==> src/core/pamux_defs.svh <==
/*
  offsets, field positions, masks and reset values of the port A pin
  function selector; included by the top module and the bench
*/
`ifndef PAMUX_DEFS_SVH
`define PAMUX_DEFS_SVH

// register byte offsets
`define PAMUX_LOW_OFF 8'h00
`define PAMUX_HIGH_OFF 8'h04
`define PAMUX_UNLOCK_OFF 8'h08
`define PAMUX_LEVEL_OFF 8'h0C

// reset values, all fields general I/O
`define PAMUX_LOW_RESET 32'h0000_0000
`define PAMUX_HIGH_RESET 32'h0000_0000
`define PAMUX_UNLOCK_RESET 1'b0

// writable bits, everything else reads zero
`define PAMUX_LOW_MASK 32'h0300_FFFF
`define PAMUX_HIGH_MASK 32'h0F00_00FF

// field lsb positions, low selector
`define PAMUX_P0_LSB 0
`define PAMUX_P1_LSB 2
`define PAMUX_P2_LSB 4
`define PAMUX_P3_LSB 6
`define PAMUX_P4_LSB 8
`define PAMUX_P5_LSB 10
`define PAMUX_P6_LSB 12
`define PAMUX_P7_LSB 14
`define PAMUX_P12_LSB 24
// field lsb positions, high selector
`define PAMUX_P16_LSB 0
`define PAMUX_P17_LSB 2
`define PAMUX_P18_LSB 4
`define PAMUX_P19_LSB 6
`define PAMUX_P28_LSB 24
`define PAMUX_P29_LSB 26

// axi responses
`define PAMUX_RESP_OKAY 2'b00
`define PAMUX_RESP_SLVERR 2'b10

`endif

==> src/core/pamux_pkg.sv <==
/*
  types of the port A pin function selector; assumes nothing beyond
  the defines header
*/
package pamux_pkg;

  // selector codes
  typedef enum logic [1:0] {
    PAMUX_GPIO = 2'b00,
    PAMUX_ALT1 = 2'b01,
    PAMUX_ALT2 = 2'b10,
    PAMUX_ALT3 = 2'b11
  } pamux_code_type;

  // signals the peripherals offer to the pins
  typedef struct packed {
    logic pwm_unit1_out_a;
    logic pwm_unit1_out_b;
    logic pwm_unit2_out_a;
    logic pwm_unit2_out_b;
    logic pwm_unit3_out_a;
    logic pwm_unit3_out_b;
    logic pwm_unit4_out_a;
    logic pwm_unit4_out_b;
    logic pwm_sync_output;
    logic serial_a_transmit;
    logic comparator_one_output;
    logic comparator_two_output;
    logic external_clock_output;
    logic spi_port_a_mosi;
    logic spi_port_a_mosi_oe;
    logic spi_port_a_miso;
    logic spi_port_a_miso_oe;
    logic spi_port_a_clock;
    logic spi_port_a_clock_oe;
    logic spi_port_a_select;
    logic spi_port_a_select_oe;
    logic capture_unit_one;
    logic capture_unit_one_oe;
    logic i2c_a_data_line_low;
    logic i2c_a_clock_line_low;
  } pamux_periph_out_type;

  // pin levels handed to the peripherals
  typedef struct packed {
    logic trip_zone_one;
    logic trip_zone_two;
    logic trip_zone_three;
    logic serial_a_receive;
    logic pwm_sync_input;
    logic spi_port_a_mosi;
    logic spi_port_a_miso;
    logic spi_port_a_clock;
    logic spi_port_a_select;
    logic capture_unit_one;
    logic i2c_a_data_line;
    logic i2c_a_clock_line;
  } pamux_periph_in_type;

endpackage

==> src/core/pamux_top.sv <==
/*
  port A pin function selector: two protected selector registers on
  an axi4-lite slave pick general I/O or a peripheral for 15 pins.
  assumes pins arrive asynchronously and peripherals share aclk.
*/
// Register access over AXI4-Lite and the register addresses are this design's own decisions.
`timescale 1ns/1ps
`include "pamux_defs.svh"

// Behaviour
// - all selector fields reset to general I/O
// - selector writes ignored while unlock is clear
// - pin 0 general I/O or pwm1 A
// - pin 1 general I/O, pwm1 B, comparator 1
// - pin 2 general I/O or pwm2 A
// - pin 3 general I/O, pwm2 B, comparator 2
// - pin 4 general I/O or pwm3 A
// - pin 5 general I/O, pwm3 B, capture
// - pin 6 pwm4 A, sync in, sync out
// - pin 7 pwm4 B or serial receive
// - pin 12 trip zone 1 or serial transmit
// - pin 16 spi mosi or trip zone 2
// - pin 17 spi miso or trip zone 3
// - pin 18 spi clock, transmit, clock out
// - pin 19 spi select, receive, capture
// - pin 28 receive, i2c data, trip 2
// - pin 29 transmit, i2c clock, trip 3
module pamux_top import pamux_pkg::*; #(
  parameter int ADDR_W = 8
) (
  input wire logic aclk,
  input wire logic aresetn,
  input wire logic awvalid,
  output logic awready,
  input wire logic [ADDR_W-1:0] awaddr,
  input wire logic wvalid,
  output logic wready,
  input wire logic [31:0] wdata,
  input wire logic [3:0] wstrb,
  output logic bvalid,
  input wire logic bready,
  output logic [1:0] bresp,
  input wire logic arvalid,
  output logic arready,
  input wire logic [ADDR_W-1:0] araddr,
  output logic rvalid,
  input wire logic rready,
  output logic [31:0] rdata,
  output logic [1:0] rresp,
  input wire logic [14:0] pin_in,
  output logic [14:0] pin_out,
  output logic [14:0] pin_oe,
  input wire logic [14:0] gpio_out,
  input wire logic [14:0] gpio_oe,
  output logic [14:0] gpio_in,
  input wire pamux_periph_out_type periph_out,
  output pamux_periph_in_type periph_in
);

  // pin index order on every pin vector
  localparam int P0 = 0;
  localparam int P1 = 1;
  localparam int P2 = 2;
  localparam int P3 = 3;
  localparam int P4 = 4;
  localparam int P5 = 5;
  localparam int P6 = 6;
  localparam int P7 = 7;
  localparam int P12 = 8;
  localparam int P16 = 9;
  localparam int P17 = 10;
  localparam int P18 = 11;
  localparam int P19 = 12;
  localparam int P28 = 13;
  localparam int P29 = 14;

  logic [31:0] low_sel;
  logic [31:0] high_sel;
  logic unlock;
  logic aw_held;
  logic w_held;
  logic [ADDR_W-1:0] aw_addr;
  logic [31:0] w_data;
  logic [3:0] w_strb;
  logic wr_fire;
  logic [14:0] sync1;
  logic [14:0] sync2;
  logic [14:0] sync3;
  logic [14:0] level;
  pamux_code_type code [15];
  logic [14:0][1:0] next_drive;
  pamux_periph_in_type next_periph_in;

  // two-bit field extraction
  function automatic pamux_code_type field(input logic [31:0] r, input int lsb);
    field = pamux_code_type'(r[lsb +: 2]);
  endfunction

  // byte-strobe merge limited to writable bits
  function automatic logic [31:0] merge(input logic [31:0] old, input logic [31:0] d,
                                        input logic [3:0] s, input logic [31:0] m);
    logic [31:0] be;
    be = {{8{s[3]}}, {8{s[2]}}, {8{s[1]}}, {8{s[0]}}};
    merge = (old & ~(be & m)) | (d & be & m);
  endfunction

  // address match against a byte offset
  function automatic logic hit(input logic [ADDR_W-1:0] a, input logic [7:0] off);
    hit = (a == ADDR_W'(off));
  endfunction

  // write channel capture, either order
  assign awready = !aw_held;
  assign wready = !w_held;
  assign wr_fire = aw_held && w_held && !bvalid;

  always_ff @(posedge aclk) begin
    if (!aresetn) begin
      aw_held <= 1'b0;
      aw_addr <= '0;
    end else if (awvalid && awready) begin
      aw_held <= 1'b1;
      aw_addr <= awaddr;
    end else if (wr_fire) begin
      aw_held <= 1'b0;
    end
  end

  always_ff @(posedge aclk) begin
    if (!aresetn) begin
      w_held <= 1'b0;
      w_data <= '0;
      w_strb <= '0;
    end else if (wvalid && wready) begin
      w_held <= 1'b1;
      w_data <= wdata;
      w_strb <= wstrb;
    end else if (wr_fire) begin
      w_held <= 1'b0;
    end
  end

  // write response
  always_ff @(posedge aclk) begin
    if (!aresetn) begin
      bvalid <= 1'b0;
      bresp <= `PAMUX_RESP_OKAY;
    end else if (wr_fire) begin
      bvalid <= 1'b1;
      if (hit(aw_addr, `PAMUX_LOW_OFF) || hit(aw_addr, `PAMUX_HIGH_OFF) ||
          hit(aw_addr, `PAMUX_UNLOCK_OFF) || hit(aw_addr, `PAMUX_LEVEL_OFF)) begin
        bresp <= `PAMUX_RESP_OKAY;
      end else begin
        bresp <= `PAMUX_RESP_SLVERR;
      end
    end else if (bready) begin
      bvalid <= 1'b0;
    end
  end

  // selector registers, protected by the unlock bit
  always_ff @(posedge aclk) begin
    if (!aresetn) begin
      low_sel <= `PAMUX_LOW_RESET;
      high_sel <= `PAMUX_HIGH_RESET;
    end else if (wr_fire && unlock) begin
      if (hit(aw_addr, `PAMUX_LOW_OFF)) begin
        low_sel <= merge(low_sel, w_data, w_strb, `PAMUX_LOW_MASK);
      end
      if (hit(aw_addr, `PAMUX_HIGH_OFF)) begin
        high_sel <= merge(high_sel, w_data, w_strb, `PAMUX_HIGH_MASK);
      end
    end
  end

  // unlock bit, always writable
  always_ff @(posedge aclk) begin
    if (!aresetn) begin
      unlock <= `PAMUX_UNLOCK_RESET;
    end else if (wr_fire && hit(aw_addr, `PAMUX_UNLOCK_OFF) && w_strb[0]) begin
      unlock <= w_data[0];
    end
  end

  // read channel, one cycle answer
  assign arready = !rvalid;

  always_ff @(posedge aclk) begin
    if (!aresetn) begin
      rvalid <= 1'b0;
      rdata <= '0;
      rresp <= `PAMUX_RESP_OKAY;
    end else if (arvalid && arready) begin
      rvalid <= 1'b1;
      rresp <= `PAMUX_RESP_OKAY;
      if (hit(araddr, `PAMUX_LOW_OFF)) begin
        rdata <= low_sel;
      end else if (hit(araddr, `PAMUX_HIGH_OFF)) begin
        rdata <= high_sel;
      end else if (hit(araddr, `PAMUX_UNLOCK_OFF)) begin
        rdata <= {31'h0000_0000, unlock};
      end else if (hit(araddr, `PAMUX_LEVEL_OFF)) begin
        rdata <= {17'h0_0000, level};
      end else begin
        rdata <= '0;
        rresp <= `PAMUX_RESP_SLVERR;
      end
    end else if (rready) begin
      rvalid <= 1'b0;
    end
  end

  // pin synchroniser, level taken once stages two and three agree
  always_ff @(posedge aclk) begin
    if (!aresetn) begin
      sync1 <= '0;
      sync2 <= '0;
      sync3 <= '0;
      level <= '0;
    end else begin
      sync1 <= pin_in;
      sync2 <= sync1;
      sync3 <= sync2;
      level <= (sync2 & sync3) | (level & (sync2 ^ sync3));
    end
  end

  // field decode per pin
  assign code[P0] = field(low_sel, `PAMUX_P0_LSB);
  assign code[P1] = field(low_sel, `PAMUX_P1_LSB);
  assign code[P2] = field(low_sel, `PAMUX_P2_LSB);
  assign code[P3] = field(low_sel, `PAMUX_P3_LSB);
  assign code[P4] = field(low_sel, `PAMUX_P4_LSB);
  assign code[P5] = field(low_sel, `PAMUX_P5_LSB);
  assign code[P6] = field(low_sel, `PAMUX_P6_LSB);
  assign code[P7] = field(low_sel, `PAMUX_P7_LSB);
  assign code[P12] = field(low_sel, `PAMUX_P12_LSB);
  assign code[P16] = field(high_sel, `PAMUX_P16_LSB);
  assign code[P17] = field(high_sel, `PAMUX_P17_LSB);
  assign code[P18] = field(high_sel, `PAMUX_P18_LSB);
  assign code[P19] = field(high_sel, `PAMUX_P19_LSB);
  assign code[P28] = field(high_sel, `PAMUX_P28_LSB);
  assign code[P29] = field(high_sel, `PAMUX_P29_LSB);

  // pin drive {oe, out}; reserved codes leave the pin undriven
  always_comb begin
    for (int i = 0; i < 15; i++) begin
      next_drive[i] = (code[i] == PAMUX_GPIO) ? {gpio_oe[i], gpio_out[i]} : 2'b00;
    end
    if (code[P0] == PAMUX_ALT1) next_drive[P0] = {1'b1, periph_out.pwm_unit1_out_a};
    if (code[P1] == PAMUX_ALT1) next_drive[P1] = {1'b1, periph_out.pwm_unit1_out_b};
    if (code[P1] == PAMUX_ALT3) next_drive[P1] = {1'b1, periph_out.comparator_one_output};
    if (code[P2] == PAMUX_ALT1) next_drive[P2] = {1'b1, periph_out.pwm_unit2_out_a};
    if (code[P3] == PAMUX_ALT1) next_drive[P3] = {1'b1, periph_out.pwm_unit2_out_b};
    if (code[P3] == PAMUX_ALT3) next_drive[P3] = {1'b1, periph_out.comparator_two_output};
    if (code[P4] == PAMUX_ALT1) next_drive[P4] = {1'b1, periph_out.pwm_unit3_out_a};
    if (code[P5] == PAMUX_ALT1) next_drive[P5] = {1'b1, periph_out.pwm_unit3_out_b};
    if (code[P5] == PAMUX_ALT3) begin
      next_drive[P5] = {periph_out.capture_unit_one_oe, periph_out.capture_unit_one};
    end
    if (code[P6] == PAMUX_ALT1) next_drive[P6] = {1'b1, periph_out.pwm_unit4_out_a};
    if (code[P6] == PAMUX_ALT3) next_drive[P6] = {1'b1, periph_out.pwm_sync_output};
    if (code[P7] == PAMUX_ALT1) next_drive[P7] = {1'b1, periph_out.pwm_unit4_out_b};
    if (code[P12] == PAMUX_ALT2) next_drive[P12] = {1'b1, periph_out.serial_a_transmit};
    if (code[P16] == PAMUX_ALT1) begin
      next_drive[P16] = {periph_out.spi_port_a_mosi_oe, periph_out.spi_port_a_mosi};
    end
    if (code[P17] == PAMUX_ALT1) begin
      next_drive[P17] = {periph_out.spi_port_a_miso_oe, periph_out.spi_port_a_miso};
    end
    if (code[P18] == PAMUX_ALT1) begin
      next_drive[P18] = {periph_out.spi_port_a_clock_oe, periph_out.spi_port_a_clock};
    end
    if (code[P18] == PAMUX_ALT2) next_drive[P18] = {1'b1, periph_out.serial_a_transmit};
    if (code[P18] == PAMUX_ALT3) next_drive[P18] = {1'b1, periph_out.external_clock_output};
    if (code[P19] == PAMUX_ALT1) begin
      next_drive[P19] = {periph_out.spi_port_a_select_oe, periph_out.spi_port_a_select};
    end
    if (code[P19] == PAMUX_ALT3) begin
      next_drive[P19] = {periph_out.capture_unit_one_oe, periph_out.capture_unit_one};
    end
    if (code[P28] == PAMUX_ALT2) next_drive[P28] = {periph_out.i2c_a_data_line_low, 1'b0};
    if (code[P29] == PAMUX_ALT1) next_drive[P29] = {1'b1, periph_out.serial_a_transmit};
    if (code[P29] == PAMUX_ALT2) next_drive[P29] = {periph_out.i2c_a_clock_line_low, 1'b0};
  end

  // peripheral inputs, idle high, lowest pin wins on a double choice
  always_comb begin
    next_periph_in = '1;
    if (code[P12] == PAMUX_ALT1) next_periph_in.trip_zone_one = level[P12];
    if (code[P28] == PAMUX_ALT3) next_periph_in.trip_zone_two = level[P28];
    if (code[P16] == PAMUX_ALT3) next_periph_in.trip_zone_two = level[P16];
    if (code[P29] == PAMUX_ALT3) next_periph_in.trip_zone_three = level[P29];
    if (code[P17] == PAMUX_ALT3) next_periph_in.trip_zone_three = level[P17];
    if (code[P28] == PAMUX_ALT1) next_periph_in.serial_a_receive = level[P28];
    if (code[P19] == PAMUX_ALT2) next_periph_in.serial_a_receive = level[P19];
    if (code[P7] == PAMUX_ALT2) next_periph_in.serial_a_receive = level[P7];
    if (code[P6] == PAMUX_ALT2) next_periph_in.pwm_sync_input = level[P6];
    if (code[P16] == PAMUX_ALT1) next_periph_in.spi_port_a_mosi = level[P16];
    if (code[P17] == PAMUX_ALT1) next_periph_in.spi_port_a_miso = level[P17];
    if (code[P18] == PAMUX_ALT1) next_periph_in.spi_port_a_clock = level[P18];
    if (code[P19] == PAMUX_ALT1) next_periph_in.spi_port_a_select = level[P19];
    if (code[P19] == PAMUX_ALT3) next_periph_in.capture_unit_one = level[P19];
    if (code[P5] == PAMUX_ALT3) next_periph_in.capture_unit_one = level[P5];
    if (code[P28] == PAMUX_ALT2) next_periph_in.i2c_a_data_line = level[P28];
    if (code[P29] == PAMUX_ALT2) next_periph_in.i2c_a_clock_line = level[P29];
  end

  // registered pin and peripheral side
  always_ff @(posedge aclk) begin
    if (!aresetn) begin
      pin_out <= '0;
      pin_oe <= '0;
      gpio_in <= '0;
      periph_in <= '1;
    end else begin
      for (int i = 0; i < 15; i++) begin
        pin_oe[i] <= next_drive[i][1];
        pin_out[i] <= next_drive[i][0];
      end
      gpio_in <= level;
      periph_in <= next_periph_in;
    end
  end

  a_reset_gpio_default: assert property (@(posedge aclk)
    !aresetn |=> (low_sel == 32'h0 && high_sel == 32'h0 && pin_oe == 15'h0))
    else $error("selectors not general I/O after reset");

  a_locked_write_ignored: assert property (@(posedge aclk) disable iff (!aresetn)
    (wr_fire && !unlock) |=> ($stable(low_sel) && $stable(high_sel)))
    else $error("selector changed while locked");

  a_reserved_bits_zero: assert property (@(posedge aclk) disable iff (!aresetn)
    ((low_sel & ~32'h0300_FFFF) == 32'h0) && ((high_sel & ~32'h0F00_00FF) == 32'h0))
    else $error("reserved selector bits set");

  a_pin0_pwm_route: assert property (@(posedge aclk) disable iff (!aresetn)
    (low_sel[1:0] == 2'b01) |=> (pin_oe[0] && pin_out[0] == $past(periph_out.pwm_unit1_out_a)))
    else $error("pin 0 not driven by pwm1 A");

  a_pin1_comp_route: assert property (@(posedge aclk) disable iff (!aresetn)
    (low_sel[3:2] == 2'b11) |=>
      (pin_oe[1] && pin_out[1] == $past(periph_out.comparator_one_output)))
    else $error("pin 1 not driven by comparator 1");

  a_pin6_sync_in: assert property (@(posedge aclk) disable iff (!aresetn)
    (low_sel[13:12] == 2'b10) |=>
      (!pin_oe[6] && periph_in.pwm_sync_input == $past(level[6])))
    else $error("pin 6 sync input misrouted");

  a_pin12_trip_zone: assert property (@(posedge aclk) disable iff (!aresetn)
    (low_sel[25:24] == 2'b01) |=> (!pin_oe[8] && periph_in.trip_zone_one == $past(level[8])))
    else $error("pin 12 trip zone misrouted");

  a_pin28_i2c_drain: assert property (@(posedge aclk) disable iff (!aresetn)
    (high_sel[25:24] == 2'b10) |=>
      (pin_out[13] == 1'b0 && pin_oe[13] == $past(periph_out.i2c_a_data_line_low)))
    else $error("pin 28 not open-drain i2c data");

  a_pin18_clock_out: assert property (@(posedge aclk) disable iff (!aresetn)
    (high_sel[5:4] == 2'b11) |=>
      (pin_oe[11] && pin_out[11] == $past(periph_out.external_clock_output)))
    else $error("pin 18 not driven by clock output");

  a_gpio_path_owner: assert property (@(posedge aclk) disable iff (!aresetn)
    (low_sel[15:14] != 2'b00) |=> (pin_oe[7] == 1'b0 || $past(code[P7]) == PAMUX_ALT1))
    else $error("general I/O still drives pin 7");

endmodule // pamux_top

==> config.mk <==
export PLATFORM = sky130hd
export DESIGN_NAME = pamux_top
export DESIGN_NICKNAME = d
export VERILOG_FILES = /design/src/core/pamux_pkg.sv /design/src/core/pamux_top.sv
export VERILOG_INCLUDE_DIRS = /design/src /design/src/core
export SDC_FILE = /design/constraint.sdc
export NUM_CORES = 1
export LEC_CHECK = 0
export BUFFER_PORTS_ARGS = -buffer_cell sky130_fd_sc_hd__clkbuf_2
export CAP_MARGIN = 30
export CELL_PAD_IN_SITES_DETAIL_PLACEMENT = 1
export CELL_PAD_IN_SITES_GLOBAL_PLACEMENT = 2
export CORE_ASPECT_RATIO = 1.75
export CORE_MARGIN = 3
export CORE_UTILIZATION = 28
export DETAILED_ROUTE_END_ITERATION = 10
export PLACE_DENSITY_LB_ADDON = 0.1
export REMOVE_ABC_BUFFERS = 1
export SETUP_SLACK_MARGIN = 0.02
export SLEW_MARGIN = 20
export SYNTH_ARGS = -nofsm -noshare
export SYNTH_HDL_FRONTEND = slang
export SYNTH_SLANG_ARGS = --single-unit
==> constraint.sdc <==
create_clock -name aclk -period 1.3 [get_ports aclk]
set_input_delay 0.13 -clock aclk [delete_from_list [all_inputs] [get_ports aclk]]
set_output_delay 0.13 -clock aclk [all_outputs]
set_load 0.01 [all_outputs]
==> summary.md, run 1 <==
| Metric | Value |
|---|---|
| Leak | 4.921 nW |
| RSZ-0062 raised after global routing | yes |
| Layout net count | 1232 |
| Min Hold Slack | -0.001253 ns |
| Combinational share of power | 8.4% |
| Top post-synthesis cells by count | 205 x dfxtp_1, 114 x nand2_1, 62 x and2_1 |
| Share of layout cells above drive strength 1 | 30.16% |
| Number of global-route vias before repair | 6858 |
| CP startpoint kind | flop |
| Req. time, crit path | 1.74 ns |
| Core Region | 0.02733 mm^2 |
| Final period utilization | 107.3% |
| Final setup viols | 30 |
| Max Cap Viol | 0 |
| Top achievable clock speed | 717.1 MHz |
| Clock Latency Late Sink | 0.51 ns |
| Met2 usage | 30.86% |
| Die Y-Extent | 226.2 um |
| Yosys warnings | 0 |
| Clock Skew | 0.008166 ns |
| Via density | 4.370 |
| Detailed Route WL | 24060 um |
| CTS tree | yes |
| Critical path data arrival time | 1.83 ns |
| Largest cells by area after synthesis | dfxtp_1 53%, mux2i_1 6.8%, nand2_1 5.5% |
| Outcome | complete, but fails checks |
| Worst-margin pin slew | 0.7977 ns |
| Most used routing layer | met2 |
| Share of the synthesized area in the top cell type | 52.92% |
| Crit Path Max Fanout | 8 |
| Setup ws final | -0.09445 ns |
| Post-route minimum period | 1.394 ns |
| Worst Setup End Kind | flop |
| CTS sink count | 205 |
| Antenna violations before repair | 0 |
| Main synth FF type | dfxtp_1 |
| Met1 Use GR | 17.45% |
| WP buf/inv | 2 |
| Delay of the slowest cell on the worst path | 0.33 ns |
| Root buf cell | clkbuf_16 |
| Hold Fails Final Rpt | 1 |
| Int Pwr | 11.24 mW |
| Dpl cells | 1332 |
| Count leader, synth | dfxtp_1 |
| Dominant cell type by area after synthesis | dfxtp_1 |
| Rows | 80 |
| Crit-path cells | nor4_4 > buf_4 > and4_4 > buf_12 > mux2i_1 |
| Seq/Total Area, Yosys | 52.92% |
| Failing checks | hold timing, setup timing |
| Final non-filler cell total | 1473 |
| Initial Util | 28.38% |
| Number of synthesized flops with an enable pin | 0 |
| Grt met3 use | 3.210% |
| GRT Overall Usage | 16.01% |
| Clock transition at path regs | 0.06 ns |
| Power per Cell Area | 1284 mW/mm^2 |
| CP max stage cell | dfxtp_2 |
| First-pass GRT wire length | 37780 um |
| Largest net degree at the start of global routing | 54 |
| Setup Crit Path Kind | reg2reg |
| Sw Share | 22.54% |
| Part of the power in the clock network | 46.5% |
| Port bufs | 199 |
| Final Max Slew Viols | 0 |
| GPL Wtd Cong | 0.7308 |
| Post-DP HPWL | 17380 um |
| Wire per inst | 16.33 um |
| Flop pwr share | 45.1% |
| H-tree level count | 1 |
| Mapped cell area | 0.007755 mm^2 |
| Synth Instances | 760 |
| DR iter-0 viols | 137 |
| DR DRC count | 0 |
| Die width | 131.8 um |
| Synth Register Bits | 205 |
| Area Overhead vs Synth | 45.66% |
| Detail Route Antenna Nets | 0 |
| Routed vias | 6437 |
| Rel. slew slack | 46.62% |
| Syn Area/Cell | 10.20 um^2 |
| First-pass iteration count of the detailed router | 4 |
| Hold Crit Class | in2reg |
| Grt ovf | 0 |
| Worst path top cell family by delay | simple AND/OR/NAND/NOR gates |
| Top-Level Pins | 227 |
| Sw power | 3.270 mW |
| Cell variety after synth | 43 |
| IR drop worst, VDD | 0.9508 mV |
| Async SR Flop Fraction | 0% |
| Num CTS Buffers | 22 |
| Setup TNS | -1.559 ns |
| Die ar. | 0.02981 mm^2 |
| Clock Path Buffers | 3 |
| Ant diodes | 0 |
metal layers:
metal | up-vias | share of wire, % | wire length [um]
met3 | 25 | 4.8 | 1144
met4 | 0 | 2.2 | 529
li1 | 3199 | - | -
met2 | 149 | 54 | 12980
met5 | - | 0 | 0
met1 | 3064 | 39 | 9400
worst min-delay path: cells and delay by family:
| kind | cells | cell delay, ns |
|---|---|---|
| muxes | 1 | 0.09 |
| buffers and inverters | 1 | 0.14 |
| and+or+nand+nor | 1 | 0.10 |
cells in the final DEF, fill, tap and decap left out, types with 4 or more instances in the layout:
cell,instances
mux2_2,14
o2bb2ai_1,8
buf_12,9
o21ai_0,5
clkinv_2,4
nor3b_1,9
clkbuf_8,5
conb_1,14
o2111ai_1,7
nand2_1,114
clkbuf_16,23
ha_1,15
buf_4,40
nor2b_1,37
a21oi_1,15
and3_1,9
a22oi_1,13
and2_1,62
o21a_1,4
dlygate4sd3_1,94
nand3_1,6
dfxtp_2,6
nand2b_1,11
clkbuf_2,195
dfxtp_1,199
buf_6,9
a21boi_0,35
nor2_1,33
mux2i_1,53
nand3b_1,4
logic make-up after synthesis:
family,synth area share (%)
mux,9.455
compound gates,9.019
other cells,0.04836
buf+inv,3.969
flops,52.92
fa+ha+maj,2.420
simple gates,22.17
power groups by stage:
stage / clock (mW) / combinational (mW) / sequential (mW)
2_1_floorplan: 0 / 0.350 / 6.70
3_3_place_gp: 0 / 0.972 / 6.68
3_5_place_dp: 0 / 0.978 / 6.68
4_1_cts: 7.00 / 1.22 / 6.54
5_1_grt: 7.26 / 1.36 / 6.56
6_report: 6.74 / 1.22 / 6.54
path summary, 6_finish.rpt:
| path | from | end | slack (ns) | cells past startpoint |
|---|---|---|---|---|
| max reg2reg | aw_addr[7]$_SDFFE_PN0P_ | flop | -0.09 | 5 |
| min | periph_out[15] | pin_out[8]$_SDFF_PN0_ | -0.001 | 3 |
| min reg2reg | sync1[1]$_SDFF_PN0_ | sync2[1]$_SDFF_PN0_ | 0.43 | 1 |
| max | aw_addr[7]$_SDFFE_PN0P_ | flop | -0.09 | 5 |
layout make-up:
type / instances / area (um^2)
clock buffers: 30 / 651.9
clock inverters: 10 / 132.6
fillers: 3114 / 16030
inverters: 5 / 18.77
multi-input cells: 507 / 3421
flip-flops and latches: 205 / 4111
well taps: 369 / 461.7
repair buffers: 347 / 2499
what timing repair did:
item                                    4_1_cts  5_1_grt
endpoints found under the setup margin       37       39
endpoints found under the hold margin        79        0
cloned                                        0        0
pin swaps                                     4        0
hold buffers                                 94        0
resized for setup                            11       18
setup buffers                                 3        6
per-stage QoR:
| step | hold WS (ns) | cell area [um^2] | worst slack, ns | total power [mW] | utilization (%) |
|---|---|---|---|---|---|
| after CTS | 0.001779 | 11220 | -0.1164 | 14.77 | 41.07 |
| after detailed placement | 0.3410 | 9434 | -0.1284 | 7.659 | 34.52 |
| after global routing | 0.02857 | 11300 | -0.2264 | 15.19 | 41.34 |
| final | -0.001253 | 11300 | -0.09445 | 14.51 | 41.34 |
| after global placement | 0.3375 | 9434 | -0.1056 | 7.649 | 34.52 |
| after floorplan | 0.2062 | 7515 | -0.1720 | 7.047 | - |
Note: power is estimated with default switching activity, not from simulation.
==> inputs of run 2 (changes only) <==
Settings changed: ABC_AREA set to 1, CORE_UTILIZATION 28 to 26.
Clock period 1.3 ns to 1.15 ns, I/O delays scaled along.
==> run 2 against run 1 <==
Effect of this change:
- the flow finishes with violations (setup timing)
- sequential power rose by 15%
- worst setup slack got worse by 0.092 ns
- die area rose by 8.9%
- clock skew rose by 0.0042 ns
- critical path type unchanged
- largest power group unchanged
- highest routed layer unchanged
==> summary.md, run 2 <==
| Metric | Value |
|---|---|
| FF-to-FF Start | aw_addr[2]$_SDFFE_PN0P_ |
| Final Max Slew Viols | 0 |
| Final Power | 17.45 mW |
| Crit-path cells | or2_1 > nor3_4 > buf_12 > nand3_4 > nand2_1 > inv_1 > nor2_1 |
| Hold Fails Final Rpt | 0 |
| Share of the synthesized area in the top cell type | 52.15% |
| CTS tree | yes |
| Yosys warnings | 0 |
| Detail Route Antenna Nets | 0 |
| Cell variety after synth | 35 |
| Clock Path Buffers | 3 |
| Synth Register Bits | 205 |
| Power per Cell Area | 1379 mW/mm^2 |
| GPL Wtd Cong | 0.7558 |
| First-pass iteration count of the detailed router | 4 |
| Worst Setup End Kind | flop |
| GRT Overall Usage | 17.68% |
| CP startpoint kind | flop |
| Die ar. | 0.03247 mm^2 |
| Dominant cell type by area after synthesis | dfxtp_1 |
| Top post-synthesis cells by count | 205 x dfxtp_1, 168 x inv_1, 166 x nand2_1 |
| Wire per inst | 16.05 um |
| Largest cells by area after synthesis | dfxtp_1 52%, inv_1 8.0%, nand2_1 7.9% |
| Final setup viols | 53 |
| Crit Path Max Fanout | 10 |
| Core Region | 0.02960 mm^2 |
| Largest net degree at the start of global routing | 36 |
| Share of layout cells above drive strength 1 | 33.57% |
| First-pass GRT wire length | 44800 um |
| Count leader, synth | dfxtp_1 |
| Top-Level Pins | 227 |
| Detailed Route WL | 28750 um |
| Main synth FF type | dfxtp_1 |
| Setup ws final | -0.1860 ns |
| Mapped cell area | 0.007870 mm^2 |
| Clock Latency Late Sink | 0.52 ns |
| Hold_sp | wdata[24] |
| WP buf/inv | 2 |
| IR drop worst, VDD | 1.059 mV |
| CTS sink count | 205 |
| Number of global-route vias before repair | 8430 |
| RSZ-0062 raised after global routing | yes |
| Layout net count | 1538 |
| Die Y-Extent | 236.2 um |
| Final period utilization | 116.2% |
| Most common cell after layout, fill and taps aside | clkbuf_2 |
| Leak | 6.089 nW |
| Via density | 4.352 |
| Routed vias | 7794 |
| Root buf cell | clkbuf_16 |
| Post-DP HPWL | 21010 um |
| Syn Area/Cell | 7.800 um^2 |
| CP max stage cell | dfxtp_1 |
| Number of synthesized flops with an enable pin | 0 |
| Clock transition at path regs | 0.06 ns |
| Hold Crit Class | in2reg |
| Critical path data arrival time | 1.78 ns |
| Synth Instances | 1009 |
| Antenna violations before repair | 0 |
| Req. time, crit path | 1.60 ns |
| Pre-CTS setup slack | -0.3180 ns |
| DR iter-0 viols | 177 |
| Outcome | complete, but fails checks |
| Initial Util | 26.59% |
| H-tree level count | 1 |
| Seq/Total Area, Yosys | 52.15% |
| Most frequent cells in the layout | 173 x clkbuf_2, 172 x dfxtp_1, 159 x inv_1 |
| Rows | 83 |
| Grt ovf | 0 |
| Area Overhead vs Synth | 60.83% |
| Top achievable clock speed | 748.5 MHz |
| Port bufs | 199 |
| Ant diodes | 0 |
| Num CTS Buffers | 22 |
| Delay of the slowest cell on the worst path | 0.31 ns |
| Worst path top cell family by delay | simple AND/OR/NAND/NOR gates |
| Async SR Flop Fraction | 0% |
| Max Cap Viol | 0 |
| Worst setup startpoint | aw_addr[2]$_SDFFE_PN0P_ |
| Fill cells | 3567 |
| Post-route minimum period | 1.336 ns |
| Clock Skew | 0.01238 ns |
| Die width | 137.5 um |
| Failing checks | setup timing |
| DR DRC count | 0 |
| Setup Crit Path Kind | reg2reg |
==> run 2: worst paths after layout <==
check / to / slack, ns / cells past startpoint
worst max-delay path: flop / -0.19 / 7
worst min-delay path: w_data[24]$_SDFFE_PN0P_ / 0.03 / 4
worst max register to register: flop / -0.19 / 7
worst min register to register: sync2[9]$_SDFF_PN0_ / 0.40 / 2
==> run 2: logic make-up (layout without fill, tap and decap cells) <==
family	Yosys count	after routing	share of synthesized area, %
flops	205	205	52.15
compound gates	161	161	10.68
fa+ha+maj	15	15	2.385
simple gates	399	399	21.99
buf+inv	228	615	12.75
other cells	1	14	0.04765
==> run 2: cell type report <==
| type | count | area, um^2 | area share, % |
|---|---|---|---|
| clock buffer | 32 | 659.4 | 5.210 |
| timing repair buffer | 407 | 3337 | 26.36 |
| tap | 382 | 478.0 | 3.776 |
| multi-input combinational | 589 | 3248 | 25.66 |
| clock inverter | 7 | 137.6 | 1.087 |
| inverter | 169 | 649.4 | 5.131 |
| sequential | 205 | 4148 | 32.77 |
==> run 2: report_power, final <==
part	switching [mW]	total (mW)	internal, mW	leakage (nW)
clock network	2.94	7.80	4.87	0.389
registers	0.141	7.50	7.36	1.69
logic	1.03	2.14	1.12	4.01
total	4.11	17.5	13.3	6.09
==> run 2: per-layer routing <==
layer	share of wire [%]	global-route usage [%]	wire (um)	up-vias
li1	-	-	-	3917
met1	37	18.70	10730	3699
met2	56	34.71	16190	150
met3	4.4	2.838	1252	28
met4	2.0	4.964	566	0
met5	0	0	0	-
==> run 2: timing repair <==
item / in CTS / in global routing
hold endpoints to repair: 79 / 0
cloned: 2 / 0
pin swaps: 17 / 19
resized for setup: 173 / 92
setup buffers: 14 / 11
endpoints found under the setup margin: 101 / 97
hold buffers: 104 / 0
==> run 2: through the flow <==
stage | setup TNS, ns | area [um^2] | hold WS (ns) | utilization, % | instances
6_report | -4.628 | 12660 | 0.02578 | 42.76 | 1791
5_1_grt | -9.370 | 12660 | 0.03408 | 42.76 | 1791
4_1_cts | -5.061 | 12350 | 0.004808 | 41.74 | 1783
3_5_place_dp | -9.306 | 9827 | 0.3048 | 33.20 | 1624
3_3_place_gp | -7.556 | 9827 | 0.2985 | 33.20 | 1624
2_1_floorplan | -29.54 | 7550 | 0.1992 | - | 963
==> run 2: worst min-delay path: cells and delay by family <==
family	cells	cell delay, ns
buffers and inverters	2	0.21
AO/OA/AOI/OAI	2	0.16
==> inputs of run 3 (changes only) <==
Settings changed: HOLD_SLACK_MARGIN set to 0.03.
==> run 3 against run 2 <==
Effect of this change:
- the flow still finishes with violations (setup timing)
- wire length barely moved
- register-to-register slack is essentially flat
- worst hold slack improved by 0.061 ns
==> summary.md, run 3 (synthesized netlist as in run 2, its figures left out) <==
| Metric | Value |
|---|---|
| Antenna violations before repair | 0 |
| Power per Cell Area | 1376 mW/mm^2 |
| Post-DP HPWL | 21010 um |
| Top-Level Pins | 227 |
| Clock transition at path regs | 0.06 ns |
| Ant diodes | 0 |
| Final setup viols | 53 |
| First-pass iteration count of the detailed router | 4 |
| Core Region | 0.02960 mm^2 |
| Max Cap Viol | 0 |
| Hold Crit Class | in2reg |
| Dpl cells | 1624 |
| Root buf cell | clkbuf_16 |
| Final Max Slew Viols | 0 |
| Clock Skew | 0.01192 ns |
| H-tree level count | 1 |
| Crit Path Max Fanout | 10 |
| GRT Overall Usage | 17.72% |
| Num CTS Buffers | 22 |
| Port bufs | 199 |
| Setup ws final | -0.1800 ns |
| Die width | 137.5 um |
| IR drop worst, VDD | 1.059 mV |
| Area Overhead vs Synth | 61.21% |
| Top achievable clock speed | 751.9 MHz |
| Hold Fails Final Rpt | 0 |
| Routed vias | 7816 |
| Failing checks | setup timing |
| Wire per inst | 16.04 um |
| Most frequent cells in the layout | 173 x clkbuf_2, 172 x dfxtp_1, 159 x inv_1 |
| Largest net degree at the start of global routing | 36 |
| Setup TNS | -4.582 ns |
| DR DRC count | 0 |
| Die ar. | 0.03247 mm^2 |
| RSZ-0062 raised after global routing | yes |
| Detailed Route WL | 28770 um |
| Detail Route Antenna Nets | 0 |
| Min Hold Slack | 0.08649 ns |
| Req. time, crit path | 1.60 ns |
| GPL Wtd Cong | 0.7558 |
| Die Y-Extent | 236.2 um |
| CTS tree | yes |
| Initial Util | 26.59% |
| Rows | 83 |
| CP startpoint kind | flop |
| Leak | 6.100 nW |
| CTS sink count | 205 |
| Layout net count | 1541 |
| DR iter-0 viols | 195 |
| Clock Latency Late Sink | 0.52 ns |
| Final non-filler cell total | 1794 |
| Grt ovf | 0 |
| First-pass GRT wire length | 44910 um |
| Number of global-route vias before repair | 8453 |
| Via density | 4.357 |
| Final core occ | 42.87% |
| Outcome | complete, but fails checks |
| Clock Path Buffers | 3 |
| Post-route minimum period | 1.330 ns |
| Most common cell after layout, fill and taps aside | clkbuf_2 |
| Share of layout cells above drive strength 1 | 33.50% |
| Critical path data arrival time | 1.78 ns |
| Worst Setup End Kind | flop |
| Final period utilization | 115.7% |
| Setup Crit Path Kind | reg2reg |
[run 3: layout make-up]
type,count,area [um^2]
Fill cell,3567,16910
Sequential cell,205,4148
Timing Repair Buffer,410,3367
Multi-Input combinational cell,589,3248
Clock buffer,32,659.4
Inverter,169,649.4
Tap cell,382,478.0
Clock inverter,7,137.6
[run 3: critical path, cell delays in order, from the launching register on]
cell and delay, ns:
dfxtp_1 0.31, or2_1 0.25, nor3_4 0.16, buf_12 0.18, nand3_4 0.13, nand2_1 0.09, inv_1 0.04, nor2_1 0.10
[run 3: repair_timing]
| item | 4_1_cts | 5_1_grt |
|---|---|---|
| pin swaps | 17 | 19 |
| hold endpoints to repair | 81 | 0 |
| buffers inserted | 14 | 11 |
| setup endpoints to repair | 101 | 97 |
| hold buffers | 107 | 0 |
| gates cloned | 2 | 0 |
| resized for setup | 173 | 92 |
[run 3: worst paths after layout]
kind	end	depth (start not counted)	slack, ns	start
worst max-delay path	flop	7	-0.18	aw_addr[2]$_SDFFE_PN0P_
worst min-delay path	sync1[2]$_SDFF_PN0_	4	0.09	aresetn
worst max register to register	flop	7	-0.18	aw_addr[2]$_SDFFE_PN0P_
worst min register to register	sync2[9]$_SDFF_PN0_	2	0.40	sync1[9]$_SDFF_PN0_
[run 3: per-stage QoR]
step                      setup slack (ns)  power, mW  area [um^2]
after floorplan                    -0.6564      8.169         7550
after global placement             -0.2257      9.083         9827
after detailed placement           -0.3180      9.104         9827
after CTS                          -0.2126      17.72        12380
after global routing               -0.2824      18.29        12690
final                              -0.1800      17.45        12690
[run 3: where the power goes]
group          total [mW]  internal, mW  switching [mW]
registers            7.50          7.36           0.141
logic                2.15          1.12            1.03
clock network        7.80          4.86            2.93
total                17.5          13.3            4.10
[run 3: routing by layer]
metal | vias to the layer above | track usage, % | part of all wire, %
li1 | 3925 | - | -
met1 | 3707 | 18.76 | 37
met2 | 156 | 34.78 | 56
met3 | 28 | 2.838 | 4.4
met4 | 0 | 4.994 | 2.0
met5 | - | 0 | 0
